[config.mk]
export PLATFORM = sky130hd
export DESIGN_NAME = tcc_timer16
export DESIGN_NICKNAME = d
export VERILOG_FILES = /design/src/tcc_pkg.sv /design/src/tcc_timer16.sv
export VERILOG_INCLUDE_DIRS = /design/src
export SDC_FILE = /design/constraint.sdc
export NUM_CORES = 1
export LEC_CHECK = 0
export BUFFER_PORTS_ARGS = -buffer_cell sky130_fd_sc_hd__buf_2
export CAP_MARGIN = 30
export CORE_MARGIN = 3
export CORE_UTILIZATION = 37
export CTS_BUF_LIST = sky130_fd_sc_hd__clkbuf_8
export DETAILED_ROUTE_END_ITERATION = 10
export GPL_ROUTABILITY_DRIVEN = 0
export GPL_TIMING_DRIVEN = 0
export PLACE_DENSITY = 0.69
export RECOVER_POWER = 100
export REMOVE_ABC_BUFFERS = 1
export SYNTH_ARGS = -nofsm -noshare
export SYNTH_HDL_FRONTEND = slang
export SYNTH_SLANG_ARGS = --single-unit
[constraint.sdc]
create_clock -name mclk -period 2.1 [get_ports mclk]
set_input_delay 0 -clock mclk [delete_from_list [all_inputs] [get_ports mclk]]
set_output_delay 0 -clock mclk [all_outputs]
set_load 0.005 [all_outputs]
[src/tcc_defines.svh]
`ifndef TCC_DEFINES_SVH
`define TCC_DEFINES_SVH
// Functional notes
// [RULE1] A counter write blocks any compare match in the next timer tick.
// [RULE2] Writing count equal to variable top skips that top; counter runs to max.
// [RULE3] Software must not write bottom while counting down.
// [RULE4] Output latch keeps its value across waveform mode changes.
// [RULE5] Output action bits act directly, from the first match after writing.
// [RULE6] Reset clears every output latch to zero.
// [RULE7] Nonzero action puts the latch on the pin instead of port value.
// [RULE8] Pin is driven only while its direction bit selects output.
// [RULE9] Output action bits never affect the capture flag.
// [RULE10] Action zero leaves the latch unchanged on a match.
// [RULE11] Force strobe in non-PWM modes applies the action at once.
// [RULE12] Counting depends on mode only; action selects pin behaviour only.
// [RULE13] Mode 0 always increments, wrapping from max to zero.
// [RULE14] Overflow flag sets when count rolls from max to zero; ack or write-one clears.
// [RULE15] Normal mode accepts a counter write at any time.
// [RULE16] Clear-on-match mode clears count at top: compare A (4) or capture (12).
// [RULE17] Top has no double buffer; a low top waits for the wrap.
// [RULE18] Top match sets compare A flag or capture flag, per top source.
// [RULE19] Channel A action 1 in clear-on-match mode toggles each match.
// [RULE20] Prescaler divides the clock by 1, 8, 64, 256 or 1024.
// [RULE21] Clear-on-match mode sets overflow on the roll from max to zero.
// [RULE22] Equality sets the channel flag next tick; ack or write-one clears.
// [RULE23] Forced compare touches neither flag nor counter, only the latch.
// [RULE24] Non-PWM actions 1, 2, 3 toggle, clear, set the latch.
`define TCC_MODE_NORMAL 4'h0
`define TCC_MODE_CTC_A 4'h4
`define TCC_MODE_CTC_CAP 4'hC
`define TCC_MODE_FAST_CAP 4'hE
`define TCC_MODE_FAST_A 4'hF
`define TCC_ACT_NONE 2'h0
`define TCC_ACT_TOGGLE 2'h1
`define TCC_ACT_CLEAR 2'h2
`define TCC_ACT_SET 2'h3
`define TCC_CS_STOP 3'h0
`define TCC_CS_DIV1 3'h1
`define TCC_CS_DIV8 3'h2
`define TCC_CS_DIV64 3'h3
`define TCC_CS_DIV256 3'h4
`define TCC_CS_DIV1024 3'h5
`define TCC_MASK_DIV1 10'h000
`define TCC_MASK_DIV8 10'h007
`define TCC_MASK_DIV64 10'h03F
`define TCC_MASK_DIV256 10'h0FF
`define TCC_MASK_DIV1024 10'h3FF
`define TCC_COUNT_MAX 16'hFFFF
`define TCC_COUNT_BOTTOM 16'h0000
`define TCC_COUNT_WIDTH 16
`endif

[src/tcc_pkg.sv]
package tcc_pkg;
  typedef logic [1:0] tcc_action_type;
  typedef logic [3:0] tcc_mode_type;
  typedef logic [15:0] tcc_word_type;
  typedef logic [9:0] tcc_prescale_type;
endpackage

[src/tcc_timer16.sv]
`timescale 1ns/1ns
`include "tcc_defines.svh"
module tcc_timer16
  import tcc_pkg::*;
#(
  parameter int COUNT_WIDTH = `TCC_COUNT_WIDTH
) (
  input wire logic mclk,
  input wire logic rst,
  input wire logic [2:0] clock_select,
  input wire tcc_mode_type waveform_mode_select,
  input wire tcc_action_type channel_a_output_action,
  input wire tcc_action_type channel_b_output_action,
  input wire logic count_write,
  input wire tcc_word_type count_write_data,
  input wire tcc_word_type channel_a_compare_value,
  input wire tcc_word_type channel_b_compare_value,
  input wire tcc_word_type capture_top_value,
  input wire logic [1:0] force_strobe,
  input wire logic [1:0] match_flag_clear,
  input wire logic overflow_flag_clear,
  input wire logic capture_flag_clear,
  input wire logic [1:0] port_output_value,
  input wire logic [1:0] output_pin_direction_bit,
  output tcc_word_type timer_count_value,
  output logic counter_overflow_flag,
  output logic capture_event_flag,
  output wire logic [1:0] channel_match_flag,
  output wire logic [1:0] compare_output_latch,
  output wire logic [1:0] pin_out,
  output wire logic [1:0] pin_oe
);

  if (COUNT_WIDTH != `TCC_COUNT_WIDTH) begin : g_bad_width
    $error("tcc_timer16 supports only a 16-bit counter");
  end

  tcc_prescale_type prescale_count;
  tcc_prescale_type next_prescale_count;
  tcc_prescale_type prescale_mask;
  logic tick;
  logic block_pending;
  logic next_block_pending;
  tcc_word_type next_count;
  logic next_overflow_flag;
  logic next_capture_flag;
  logic variable_top;
  logic top_is_capture;
  logic non_pwm;
  logic top_match;
  tcc_word_type top_value;
  wire logic [1:0] match_hit;
  tcc_action_type action [2];
  tcc_word_type compare [2];

  assign action[0] = channel_a_output_action;
  assign action[1] = channel_b_output_action;
  assign compare[0] = channel_a_compare_value;
  assign compare[1] = channel_b_compare_value;

  // Timer tick from the prescaler
  always_comb begin
    case (clock_select) // RULE20
      `TCC_CS_DIV1: prescale_mask = `TCC_MASK_DIV1;
      `TCC_CS_DIV8: prescale_mask = `TCC_MASK_DIV8;
      `TCC_CS_DIV64: prescale_mask = `TCC_MASK_DIV64;
      `TCC_CS_DIV256: prescale_mask = `TCC_MASK_DIV256;
      `TCC_CS_DIV1024: prescale_mask = `TCC_MASK_DIV1024;
      default: prescale_mask = `TCC_MASK_DIV1;
    endcase
    tick = (clock_select >= `TCC_CS_DIV1)
      && (clock_select <= `TCC_CS_DIV1024)
      && ((prescale_count & prescale_mask) == prescale_mask);
    next_prescale_count = prescale_count + 10'h001;
  end

  always_ff @(posedge mclk or posedge rst) begin
    if (rst) begin
      prescale_count <= 10'h000;
    end else begin
      prescale_count <= next_prescale_count;
    end
  end

  // Counter, top detection and the shared flags
  always_comb begin
    non_pwm = (waveform_mode_select == `TCC_MODE_NORMAL)
      || (waveform_mode_select == `TCC_MODE_CTC_A)
      || (waveform_mode_select == `TCC_MODE_CTC_CAP);
    top_is_capture = (waveform_mode_select == `TCC_MODE_CTC_CAP)
      || (waveform_mode_select == `TCC_MODE_FAST_CAP);
    variable_top = top_is_capture
      || (waveform_mode_select == `TCC_MODE_CTC_A)
      || (waveform_mode_select == `TCC_MODE_FAST_A);
    top_value = top_is_capture ? capture_top_value
      : channel_a_compare_value; // RULE17
    top_match = tick && !block_pending && variable_top
      && (timer_count_value == top_value); // RULE2 RULE16
    next_count = timer_count_value;
    next_block_pending = block_pending;
    if (count_write) begin
      next_count = count_write_data; // RULE15
      next_block_pending = 1'b1; // RULE1
    end else if (tick) begin
      next_block_pending = 1'b0;
      if (top_match) begin
        next_count = `TCC_COUNT_BOTTOM; // RULE16
      end else begin
        next_count = timer_count_value + `TCC_COUNT_WIDTH'(1); // RULE13
      end
    end
    next_overflow_flag = (tick && !count_write
      && timer_count_value == `TCC_COUNT_MAX) // RULE14 RULE21
      || (counter_overflow_flag && !overflow_flag_clear);
    next_capture_flag = (top_match && top_is_capture) // RULE18 RULE9
      || (capture_event_flag && !capture_flag_clear);
  end

  always_ff @(posedge mclk or posedge rst) begin
    if (rst) begin
      timer_count_value <= `TCC_COUNT_BOTTOM;
      block_pending <= 1'b0;
      counter_overflow_flag <= 1'b0;
      capture_event_flag <= 1'b0;
    end else begin
      timer_count_value <= next_count;
      block_pending <= next_block_pending;
      counter_overflow_flag <= next_overflow_flag;
      capture_event_flag <= next_capture_flag;
    end
  end

  // Per-channel compare, output latch and pin override
  for (genvar ch = 0; ch < 2; ch++) begin : g_chan
    logic latch;
    logic next_latch;
    logic flag;
    logic next_flag;
    logic pin;
    logic next_pin;
    logic oe;
    logic apply;

    assign match_hit[ch] = tick && !block_pending // RULE1
      && (timer_count_value == compare[ch]);

    always_comb begin
      // Force acts like a match on the latch only
      apply = (match_hit[ch] || force_strobe[ch]) && non_pwm; // RULE11
      next_latch = latch; // RULE4
      if (apply) begin
        case (action[ch]) // RULE5 RULE12 RULE24
          `TCC_ACT_TOGGLE: next_latch = !latch; // RULE19
          `TCC_ACT_CLEAR: next_latch = 1'b0;
          `TCC_ACT_SET: next_latch = 1'b1;
          default: next_latch = latch; // RULE10
        endcase
      end
      next_flag = match_hit[ch] // RULE22 RULE23
        || (flag && !match_flag_clear[ch]);
      next_pin = (action[ch] != `TCC_ACT_NONE) ? next_latch
        : port_output_value[ch]; // RULE7
    end

    always_ff @(posedge mclk or posedge rst) begin
      if (rst) begin
        latch <= 1'b0; // RULE6
        flag <= 1'b0;
        pin <= 1'b0;
        oe <= 1'b0;
      end else begin
        latch <= next_latch;
        flag <= next_flag;
        pin <= next_pin;
        oe <= output_pin_direction_bit[ch]; // RULE8
      end
    end

    assign compare_output_latch[ch] = latch;
    assign channel_match_flag[ch] = flag;
    assign pin_out[ch] = pin;
    assign pin_oe[ch] = oe;
  end

  property p_write_sets_block;
    @(posedge mclk) disable iff (rst)
      count_write |=> block_pending;
  endproperty
  a_write_sets_block: assert property (p_write_sets_block) // RULE1
    else $error("Counter write did not arm match blocking");

  property p_block_no_match;
    @(posedge mclk) disable iff (rst)
      (block_pending && tick && !count_write)
      |=> timer_count_value == $past(timer_count_value)
          + `TCC_COUNT_WIDTH'(1)
        && (channel_match_flag & ~$past(channel_match_flag)) == 2'h0;
  endproperty
  a_block_no_match: assert property (p_block_no_match) // RULE1 RULE2
    else $error("Compare match seen while blocked");

  property p_wrap_overflow;
    @(posedge mclk) disable iff (rst)
      (tick && !count_write && !top_match
        && timer_count_value == `TCC_COUNT_MAX)
      |=> counter_overflow_flag
        && timer_count_value == `TCC_COUNT_BOTTOM;
  endproperty
  a_wrap_overflow: assert property (p_wrap_overflow) // RULE13 RULE14 RULE21
    else $error("Wrap to zero without overflow flag");

  property p_top_clear;
    @(posedge mclk) disable iff (rst)
      (top_match && !count_write)
      |=> timer_count_value == `TCC_COUNT_BOTTOM;
  endproperty
  a_top_clear: assert property (p_top_clear) // RULE16
    else $error("Counter not cleared at top");

  property p_capture_flag;
    @(posedge mclk) disable iff (rst)
      (top_match && top_is_capture) |=> capture_event_flag;
  endproperty
  a_capture_flag: assert property (p_capture_flag) // RULE18
    else $error("Capture flag missing at top");

  property p_match_flag;
    @(posedge mclk) disable iff (rst)
      match_hit[0] |=> channel_match_flag[0];
  endproperty
  a_match_flag: assert property (p_match_flag) // RULE22
    else $error("Match did not set channel flag");

  property p_force_no_flag;
    @(posedge mclk) disable iff (rst)
      (force_strobe[0] && !match_hit[0] && !channel_match_flag[0]
        && !count_write && !tick) |=> !channel_match_flag[0]
        && $stable(timer_count_value);
  endproperty
  a_force_no_flag: assert property (p_force_no_flag) // RULE23
    else $error("Force touched flag or counter");

  property p_toggle;
    @(posedge mclk) disable iff (rst)
      (match_hit[0] && non_pwm
        && channel_a_output_action == `TCC_ACT_TOGGLE)
      |=> compare_output_latch[0] != $past(compare_output_latch[0]);
  endproperty
  a_toggle: assert property (p_toggle) // RULE19 RULE24
    else $error("Latch did not toggle on match");

  property p_zero_action;
    @(posedge mclk) disable iff (rst)
      (channel_a_output_action == `TCC_ACT_NONE)
      |=> $stable(compare_output_latch[0]);
  endproperty
  a_zero_action: assert property (p_zero_action) // RULE10 RULE4
    else $error("Latch changed with action zero");

  property p_pin_source;
    @(posedge mclk) disable iff (rst)
      (channel_a_output_action != `TCC_ACT_NONE)
      |=> pin_out[0] == compare_output_latch[0];
  endproperty
  a_pin_source: assert property (p_pin_source) // RULE7
    else $error("Pin not driven from output latch");

  property p_pin_dir;
    @(posedge mclk) disable iff (rst)
      ##1 pin_oe[1] == $past(output_pin_direction_bit[1]);
  endproperty
  a_pin_dir: assert property (p_pin_dir) // RULE8
    else $error("Pin enable does not follow direction bit");

  property p_force_set;
    @(posedge mclk) disable iff (rst)
      (force_strobe[0] && non_pwm
        && channel_a_output_action == `TCC_ACT_SET)
      |=> compare_output_latch[0];
  endproperty
  a_force_set: assert property (p_force_set) // RULE11
    else $error("Force did not set the output latch");

  property p_pwm_hold;
    @(posedge mclk) disable iff (rst)
      !non_pwm |=> $stable(compare_output_latch);
  endproperty
  a_pwm_hold: assert property (p_pwm_hold) // RULE4
    else $error("Output latch changed in a PWM mode");

  property p_stop_hold;
    @(posedge mclk) disable iff (rst)
      (clock_select == `TCC_CS_STOP && !count_write)
      |=> $stable(timer_count_value);
  endproperty
  a_stop_hold: assert property (p_stop_hold) // RULE20
    else $error("Counter moved while the timer clock is stopped");

  property p_count_step;
    @(posedge mclk) disable iff (rst)
      (waveform_mode_select == `TCC_MODE_NORMAL && tick && !count_write)
      |=> timer_count_value == $past(timer_count_value)
          + `TCC_COUNT_WIDTH'(1);
  endproperty
  a_count_step: assert property (p_count_step) // RULE13 RULE12
    else $error("Normal mode tick did not increment the counter");

  property p_flag_clear;
    @(posedge mclk) disable iff (rst)
      (match_flag_clear[0] && !match_hit[0])
      |=> !channel_match_flag[0];
  endproperty
  a_flag_clear: assert property (p_flag_clear) // RULE22
    else $error("Channel flag not cleared by clear pulse");

endmodule

Yosys cells after proc, flatten, opt, wreduce, memory -nomap -nowiden
Cells that the tools add are included.
{"block": "totals", "ff_bits": 37, "latch_bits": 0, "ramBits": 0, "mem_bits_ro": 0, "input_bits": 88, "memories": 0}
{"block": "op_classes", "add_sub_neg": 2, "multipliers": 0, "n_div": 0, "magnitude_cmp": 2, "n_eq_ne": 19, "shift": 0, "mux": 13, "bitwise": 1, "n_reduce_logical": 39}
{"cell": "$mux W16", "count": 4}
{"cell": "$eq A16 B16 Y1", "count": 3}
{"cell": "$pmux W10 S4", "count": 1}
{"cell": "$add A16 B1 Y16 const B", "count": 1}
{"cell": "$eq A16 B16 Y1 const B", "count": 1}
{"cell": "$logic_and A1 B1 Y1", "count": 16}
{"cell": "$eq A4 B4 Y1 const B", "count": 3}
{"cell": "$logic_or A1 B1 Y1", "count": 11}
{"cell": "$add A10 B1 Y10 const B", "count": 1}
{"cell": "$and A10 B10 Y10", "count": 1}
{"cell": "$eq A10 B10 Y1", "count": 1}
{"cell": "$eq A2 B2 Y1 const B", "count": 4}
{"cell": "$logic_not A1 Y1", "count": 8}
{"cell": "$eq A3 B2 Y1 const B", "count": 2}
{"cell": "$eq A3 B3 Y1 const B", "count": 2}
{"cell": "$mux W1", "count": 6}
{"cell": "$pmux W1 S3", "count": 2}
{"cell": "$reduce_bool A2 Y1", "count": 3}
{"cell": "$eq A2 B1 Y1 const B", "count": 2}
{"cell": "$eq A4 B3 Y1 const B", "count": 1}
{"cell": "$logic_not A4 Y1", "count": 1}
{"cell": "$ge A3 B1 Y1 const B", "count": 1}
{"cell": "$le A3 B3 Y1 const B", "count": 1}

Longest topological paths before layout
Gate-level depths: netlist of the first run.
{"block": "depth", "depth_word": 11, "depth_mapped": 11}

Least setup slack after synthesis of the first run
OpenSTA, ideal clock, no wires.
{"block": "synth_path", "path_type": "register to register", "start": "register timer_count_value[5]", "end": "register timer_count_value[5]", "t_arrival_ps": 2001, "required_time_ps": 1968, "setup_slack_ps": -33, "stages_incl_launch_ff": 11, "path_buffers": 2, "period_less_slack_ps": 2133, "path_cell_list": "dfrtp_1 > clkbuf_1 > nand2b_1 > o2111a_1 > a21oi_1 > a2111oi_0 > nand2_1 > nor3_1 > buf_4 > a2bb2oi_2 > o21ai_1"}
{"block": "synth_via", "elab_chain_cells": 5}
{"item": "start: declaration", "line_no": "tcc_timer16.sv:25", "text": "output tcc_word_type timer_count_value,"}
{"item": "start signal: assignment", "line_no": "tcc_timer16.sv:121", "text": "timer_count_value <= `TCC_COUNT_BOTTOM;"}
{"item": "start signal: assignment", "line_no": "tcc_timer16.sv:126", "text": "timer_count_value <= next_count;"}
{"item": "branches (longest 2 deep; another with $add A16 B1 Y16)"}
{"item": "$mux W16 *", "line_no": "tcc_timer16.sv:106", "text": "if (top_match) begin"}
{"item": "$mux W16 *", "line_no": "tcc_timer16.sv:104", "text": "end else if (tick) begin"}
{"item": "$mux W16 *", "line_no": "tcc_timer16.sv:101", "text": "if (count_write) begin"}
Every way passes the cells marked *. The select of a mux whose other input is x is not followed.
A chain may end at the register's enable or synchronous reset.

Final worst setup path of the first run
{"block": "layout_path", "start": "register prescale_count[8]", "end": "register timer_count_value[13]"}
{"block": "layout_via", "elab_chain_cells": 9}
{"item": "start: declaration", "line_no": "tcc_timer16.sv:38", "text": "tcc_prescale_type prescale_count;"}
{"item": "start signal: assignment", "line_no": "tcc_timer16.sv:81", "text": "prescale_count <= next_prescale_count;"}
{"item": "$and A10 B10 Y10 *", "line_no": "tcc_timer16.sv:73", "text": "&& ((prescale_count & prescale_mask) == prescale_mask);"}
{"item": "$eq A10 B10 Y1 *", "line_no": "tcc_timer16.sv:73"}
{"item": "$logic_and A1 B1 Y1 *", "line_no": "tcc_timer16.sv:71", "text": "tick = (clock_select >= `TCC_CS_DIV1)"}
{"item": "$logic_and A1 B1 Y1 (2 in series)", "line_no": "tcc_timer16.sv:97", "text": "top_match = tick && !block_pending && variable_top"}
{"item": "$logic_and A1 B1 Y1", "line_no": "tcc_timer16.sv:98", "text": "&& (timer_count_value == top_value);"}
{"item": "$mux W16", "line_no": "tcc_timer16.sv:106"}
{"item": "$mux W16", "line_no": "tcc_timer16.sv:104"}
{"item": "$mux W16", "line_no": "tcc_timer16.sv:101"}
Mark *: on every way between the ends. The rest lies on a longest branch, timed or not. The select of a mux whose other input is x is not followed.

==> results by group, run 1 <==
Critical path
  • Startpoint Class: register
  • Worst Path Required: 2.29 ns
  • Reg-to-reg slack, setup: -0.17 ns
  • Worst R2R Start: prescale_count[8]$_DFF_PP0_
  • Slowest stage cell, crit path: dfrtp_1
  • CP bufs+invs: 1
  • CP peak stage delay: 0.39 ns
  • Worst path cell trace: nand2_1, a2111oi_4, a211oi_4, buf_12, nor2_4, nand4_1, nor2_2, o21ai_1, a211o_1
  • Critical path arrival: 2.45 ns
  • WS Path Type: reg -> reg
  • Delay-heaviest family, CP: compound AO/OA/AOI/OAI gates
  • Crit. Startpoint: prescale_count[8]$_DFF_PP0_
  • CP Max Fanout: 4
  • Setup crit end kind: register

Cells and area
  • Diodes inserted: 0
  • Most common cell after layout, fill and taps aside: buf_2
  • Commonest non-fill, non-tap cells in the layout: buf_2, nand2_1, buf_4
  • Syn-to-layout area delta: 47.0%
  • Fraction of layout cells with a size suffix above 1: 0.405
  • Post-route cell area: 4590 um2
  • Area of the multi-input gates: 2160 um2
  • FF+latch area: 945 um2
  • Fillcell total: 719
  • Nets: 625

Power and ir drop
  • Leakage Power: 0.00208 uW
  • Clock group share of total power: 0.266
  • Combinational Power Share: 0.344
  • P per Cell Area: 479 nW/um2
  • Internal power: 1450 uW
  • Seq pwr share: 0.391
  • Sw frac: 0.340
  • NetSw: 749 uW
  • Worst IR Drop VDD: 0.000390 V

Logic synthesis
  • Syn avg cell area: 8.18 um2
  • Main synth FF type: dfrtp_1
  • YS warnings: 0
  • Yosys reg bits: 37
  • Cells after synthesis: 382
  • Sequential share of the synthesized area: 0.296
  • Synth async-reset ratio: 1.00
  • Number of flops mapped to enable cells by yosys: 0
  • Number of distinct library cells after synthesis: 62
  • Cell area after synthesis: 3130 um2

STA
  • Peak Freq: 441 MHz
  • Hold Fails Final Rpt: 0
  • Worst rel slew slack: 0.0380
  • Clock skew: 0.00728 ns
  • Worst Tran Pin Value: 1.44 ns
  • Final max-slew violation count: 0
  • Setup TNS: -1.75 ns
  • Final worst-path setup slack: -0.166 ns
  • Final min period: 2.27 ns
  • Finish-stage setup viols: 18
  • Final Cycle Share: 1.08
  • RSZ-0062 raised after global routing: true

Hold path
  • Min-delay src: port_output_value[0]
  • Hold Path Class: in -> reg

Routing
  • Detailed Route WL: 11.3 mm
  • Drt first pass iters: 5
  • Routed WL per cell: 17.7 um
  • Vias/cell: 5.57
  • Antenna viol nets, final: 0
  • DRC violations left: 0
  • First DRT Iteration DRCs: 240
  • Vias: 3552

Flow run
  • Max cap viols: 0

Floorplan
  • Die area: 9590 um2
  • Initial Util: 0.392
  • Core area: 7970 um2
  • I/O pins: 114
  • Rows: 32
  • DIE WIDTH: 97.9 um
  • Chip Height: 97.9 um

CTS
  • Clock-pin slew on the worst setup and hold paths: 0.08 ns
  • Clk buf depth: 2
  • Clock root cell: clkbuf_8
  • Clock tree sinks: 37
  • CTS HTree Levels: 2
  • Worst skew pair latency: 0.30 ns
  • CTS buffer count: 5
  • CTS tree: yes

Run status
  • Status: finished with violations
  • Failing checks: negative setup slack

Placement
  • Hpwl dp: 7.37 mm
  • Placed Area: 3660 um2
  • Buffers added on ports: 113

GRT
  • First-pass GRT wire length: 17.5 mm
  • Overflow after GRT: 0
  • Vias in the first global route: 3557
  • Pin count of the biggest net entering global routing: 38
  • Overall Global Routing Usage: 0.224
  • Initial antenna violation count: 0
-- synth_stat cells, types with 3 or more instances --
library cell / count / area share
a2bb2oi_1: 7 / 0.020
nor4_1: 10 / 0.020
o21ai_0: 11 / 0.018
xnor2_1: 21 / 0.059
or3_1: 10 / 0.020
nand3_1: 18 / 0.029
buf_4: 10 / 0.024
dfrtp_1: 37 / 0.30
xor2_1: 20 / 0.056
nand4_1: 7 / 0.014
nor3b_1: 3 / 0.0072
nand2_1: 38 / 0.046
nand3b_1: 4 / 0.0096
mux2i_1: 6 / 0.019
clkbuf_1: 12 / 0.014
and3_1: 4 / 0.0080
inv_1: 18 / 0.022
o21ai_1: 6 / 0.0096
nor2_1: 19 / 0.023
nor3_1: 9 / 0.014
nand2b_1: 17 / 0.034
a31oi_1: 3 / 0.0060
buf_2: 10 / 0.016
a21oi_1: 24 / 0.038
a21o_1: 8 / 0.019
-- worst register-to-register path: stages (launching register included) --
cell and delay (ns):
dfrtp_1 0.39, nand2_1 0.10, a2111oi_4 0.36, a211oi_4 0.13
buf_12 0.15, nor2_4 0.14, nand4_1 0.23, nor2_2 0.30
o21ai_1 0.09, a211o_1 0.26
-- worst paths after layout --
path | to | cells past startpoint
hold reg to reg | prescale_count[0]$_DFF_PP0_ | 1
min in group asynchronous | g_chan[0].pin$_DFF_PP0_ | 3
setup / recovery | timer_count_value[13]$_DFFE_PP0P_ | 9
hold / removal | g_chan[0].pin$_DFF_PP0_ | 3
max in group asynchronous | timer_count_value[2]$_DFFE_PP0P_ | 3
setup reg to reg | timer_count_value[13]$_DFFE_PP0P_ | 9
-- stage by stage --
stage	instances	setup slack (ns)	hold WS, ns	total power [uW]	utilization
2_1_floorplan	349	-0.417	0.0314	1170	-
4_1_cts	623	-0.132	0.000688	2130	0.555
6_report	638	-0.166	0.00926	2200	0.576
5_1_grt	638	-0.244	0.0156	2320	0.576
3_5_place_dp	565	-0.768	0.113	1420	0.460
3_3_place_gp	564	-1.24	0.109	1410	0.457
-- layout make-up --
cell class / instances / share of cell area
clock inverter: 1 / 0.00191
timing repair buffer: 179 / 0.257
clock buffer: 7 / 0.0210
sequential: 37 / 0.206
inverter: 19 / 0.0161
multi-input combinational: 293 / 0.470
tap: 102 / 0.0278
-- kinds of logic (layout without fill, tap and decap cells) --
kind of cell | Yosys count | after routing | synth area share
AO/OA/AOI/OAI | 89 | 89 | 0.207
adder cells (fa/ha/maj) | 4 | 4 | 0.0148
flip-flops | 37 | 37 | 0.296
XOR/XNOR | 41 | 41 | 0.115
AND/OR/NAND/NOR | 151 | 151 | 0.259
multiplexers | 8 | 8 | 0.0272
buffers and inverters | 52 | 206 | 0.0809
-- routing by layer --
layer | global-route usage | share of wire | vias up
met5 | 0 | 0 | -
met4 | 0.0671 | 0.023 | 0
met3 | 0.0550 | 0.084 | 26
met2 | 0.376 | 0.48 | 186
met1 | 0.285 | 0.41 | 1686
li1 | - | - | 1654
-- flip-flops by register name (all words and copies together) (netlist names) --
register / cells
timer_count_value: 16
g_chan.latch: 2
g_chan.pin: 2
capture_event_flag: 1
g_chan.flag: 2
g_chan.oe: 2
block_pending: 1
prescale_count: 10
counter_overflow_flag: 1
-- power by group through the flow --
stage,logic [uW],clock network [uW],registers (uW)
finish,755,584,859
global route,822,629,864
CTS,681,595,858
detailed placement,540,0,884
global placement,527,0,881
floorplan,309,0,856
-- repair_timing --
item	in CTS	in global routing
endpoints found under the setup margin	21	21
gates resized for setup	51	20
gates cloned	1	0
hold endpoints to repair	59	0
buffers inserted	24	15
hold buffers	25	0
pin swaps	23	18
Power figures use the tool's default switching activity.
==> inputs of run 2 (changes only) <==
CORE_UTILIZATION = 30   (was 37)
PLACE_DENSITY = 0.59   (was 0.69)
==> results by group, run 2 (synthesized netlist as in run 1, its figures left out) <==
GRT
  • Vias in the first global route: 3375 (-5.1%)
  • Overflow after GRT: 0 (unchanged)
  • Overall Global Routing Usage: 0.185 (-0.0392)
  • Pin count of the biggest net entering global routing: 38 (unchanged)
  • Initial antenna violation count: 0 (unchanged)
  • First-pass GRT wire length: 16.9 mm (-3.1%)

Hold path
  • Hold Path End: timer_count_value[15]$_DFFE_PP0P_
  • Hold depth: 3 (unchanged)
  • Hold Path Class: in -> reg
  • Min-delay src: count_write_data[15]

CTS
  • Clock tree sinks: 37 (unchanged)
  • CTS buffer count: 5 (unchanged)
  • Clk buf depth: 2 (unchanged)
  • Worst skew pair latency: 0.30 ns (about the same)
  • Clock root cell: clkbuf_8
  • CTS HTree Levels: 2 (unchanged)
  • CTS tree: yes
  • Clock-pin slew on the worst setup and hold paths: 0.08 ns (about the same)

Critical path
  • WS Path Type: reg -> reg
  • Startpoint Class: register
  • Reg2Reg Depth: 10 (+1)
  • CP Max Fanout: 4 (unchanged)
  • Worst R2R Start: prescale_count[5]$_DFF_PP0_
  • Critical path arrival: 2.41 ns (-0.04 ns)
  • Worst Path Required: 2.29 ns (about the same)
  • Setup crit end kind: register
  • Reg-to-reg slack, setup: -0.12 ns (+0.04 ns)
  • Worst r2r dst: g_chan[0].latch$_DFF_PP0_

Floorplan
  • DIE WIDTH: 108 um (+10%)
  • Core area: 9950 um2 (+25%)
  • I/O pins: 114 (unchanged)
  • Rows: 36 (+13%)
  • Chip Height: 108 um (+10%)
  • Initial Util: 0.314 (-0.0783)
  • Die area: 11700 um2 (+22%)

Power and ir drop
  • Worst IR Drop VDD: 0.000256 V (-34%)
  • P per Cell Area: 466 nW/um2 (-2.6%)
  • Leakage Power: 0.00207 uW (-0.66%)

Routing
  • Antenna viol nets, final: 0 (unchanged)
  • DR WL met3: 807 um (-15%)
  • Wl on met1: 4.67 mm (+0.47%)
  • Drt first pass iters: 5 (unchanged)
  • Top Metal Used: met4
  • DRC violations left: 0 (unchanged)
  • Vias: 3488 (-1.8%)
  • Metal2 WL: 5.37 mm (-1.6%)
  • First DRT Iteration DRCs: 239 (-0.42%)
  • Vias/cell: 5.14 (-7.6%)
  • Routed WL per cell: 16.4 um (-7.2%)
  • Detailed Route WL: 11.1 mm (-1.4%)

Cells and area
  • Commonest non-fill, non-tap cells in the layout: buf_2, buf_4, nand2_1
  • Diodes inserted: 0 (unchanged)
  • Max FFs per register: 16 (unchanged)
  • Finished Core Util: 0.461 (-0.116)
  • Fraction of layout cells with a size suffix above 1: 0.393 (-0.0122)
  • Reg with most FFs: timer_count_value
  • Post-route cell area: 4590 um2 (-0.11%)
  • Most common cell after layout, fill and taps aside: buf_2
  • Biggest regs: timer_count_value: 16 flops, prescale_count: 10 flops
  • Nets: 634 (+1.4%)
  • Syn-to-layout area delta: 46.8%

Run status
  • Failing checks: negative setup slack
  • Status: finished with violations

STA
  • Finish-stage setup viols: 18 (unchanged)
  • Worst rel slew slack: 0.0379 (-0.000133)
  • Hold slack final: 0.0351 ns (+0.0258 ns)
  • Final min period: 2.22 ns (-0.0420 ns)
  • Clock skew: 0.00407 ns (-0.00321 ns)
  • Peak Freq: 450 MHz (+1.9%)
  • Hold Fails Final Rpt: 0 (unchanged)
  • Final worst-path setup slack: -0.124 ns (+0.0420 ns)
  • Final Cycle Share: 1.06 (-0.0200)
  • Worst Tran Pin Value: 1.44 ns (+0.000199 ns)
  • Final max-slew violation count: 0 (unchanged)
  • RSZ-0062 raised after global routing: true

Placement
  • Placed Area: 3700 um2 (+0.96%)
  • Pre-CTS setup slack: -0.849 ns (-0.0813 ns)
  • Hpwl dp: 7.79 mm (+5.7%)
  • Buffers added on ports: 113 (unchanged)

Flow run
  • Max cap viols: 0 (unchanged)
-- run 2: cell count changes in the layout (fill, tap and decap cells not counted), sizes merged --
cell,previous run,this run
buf,142,152
inv,20,19
bufbuf,1,0
clkbuf,18,17
clkinv,0,2
-- run 2: worst max-delay path by stage --
stage	startpoint	to	slack (ns)	cells after the start
final	prescale_count[5]$_DFF_PP0_	g_chan[0].latch$_DFF_PP0_	-0.12	10
after global routing	prescale_count[4]$_DFF_PP0_	timer_count_value[14]$_DFFE_PP0P_	-0.23	11
after CTS	prescale_count[3]$_DFF_PP0_	g_chan[0].pin$_DFF_PP0_	-0.15	9
after detailed placement	timer_count_value[11]$_DFFE_PP0P_	timer_count_value[7]$_DFFE_PP0P_	-0.85	8
after global placement	timer_count_value[11]$_DFFE_PP0P_	timer_count_value[7]$_DFFE_PP0P_	-1.31	8
after floorplan	prescale_count[8]$_DFF_PP0_	timer_count_value[7]$_DFFE_PP0P_	-0.42	8
-- run 2: per-layer routing --
layer / vias up / GRT usage
met5: - / 0
met4: 0 / 0.0640
met3: 27 / 0.0346
met2: 147 / 0.317
met1: 1635 / 0.234
li1: 1679 / -
-- run 2: area by class of cell --
class,count,area (um2)
Tap cell,133,166
Fill cell,985,5370
Clock buffer,6,82.6
Timing Repair Buffer,188,1200
Sequential cell,37,943
Multi-Input combinational cell,293,2100
Inverter,19,73.8
Clock inverter,2,13.8
-- run 2: worst max-delay path: stages (launching register included) --
cell,delay (ns)
dfrtp_1,0.40
nand3_4,0.12
a2111oi_4,0.37
a211oi_4,0.09
buf_6,0.14
nor2_4,0.14
a41o_1,0.19
nand2_2,0.06
buf_4,0.16
o21a_1,0.16
a311o_1,0.26
-- run 2: where the power goes --
group | internal [uW] | switching [uW]
combinational | 378 | 365
clock | 266 | 282
sequential | 764 | 83.1
total | 1410 | 730
-- run 2: repair_timing --
| item | 4_1_cts | 5_1_grt |
|---|---|---|
| pin swaps | 23 | 8 |
| hold endpoints to repair | 59 | 0 |
| gates resized for setup | 38 | 21 |
| setup buffers | 27 | 22 |
| hold buffers | 25 | 0 |
| endpoints found under the setup margin | 21 | 21 |
-- run 2: per-stage QoR --
stage	std cells	setup TNS, ns	total power [uW]
6_report	678	-1.21	2140
5_1_grt	678	-3.37	2250
4_1_cts	656	-0.855	2090
3_5_place_dp	596	-11.71	1430
3_3_place_gp	595	-24.91	1410
2_1_floorplan	349	-6.31	1170
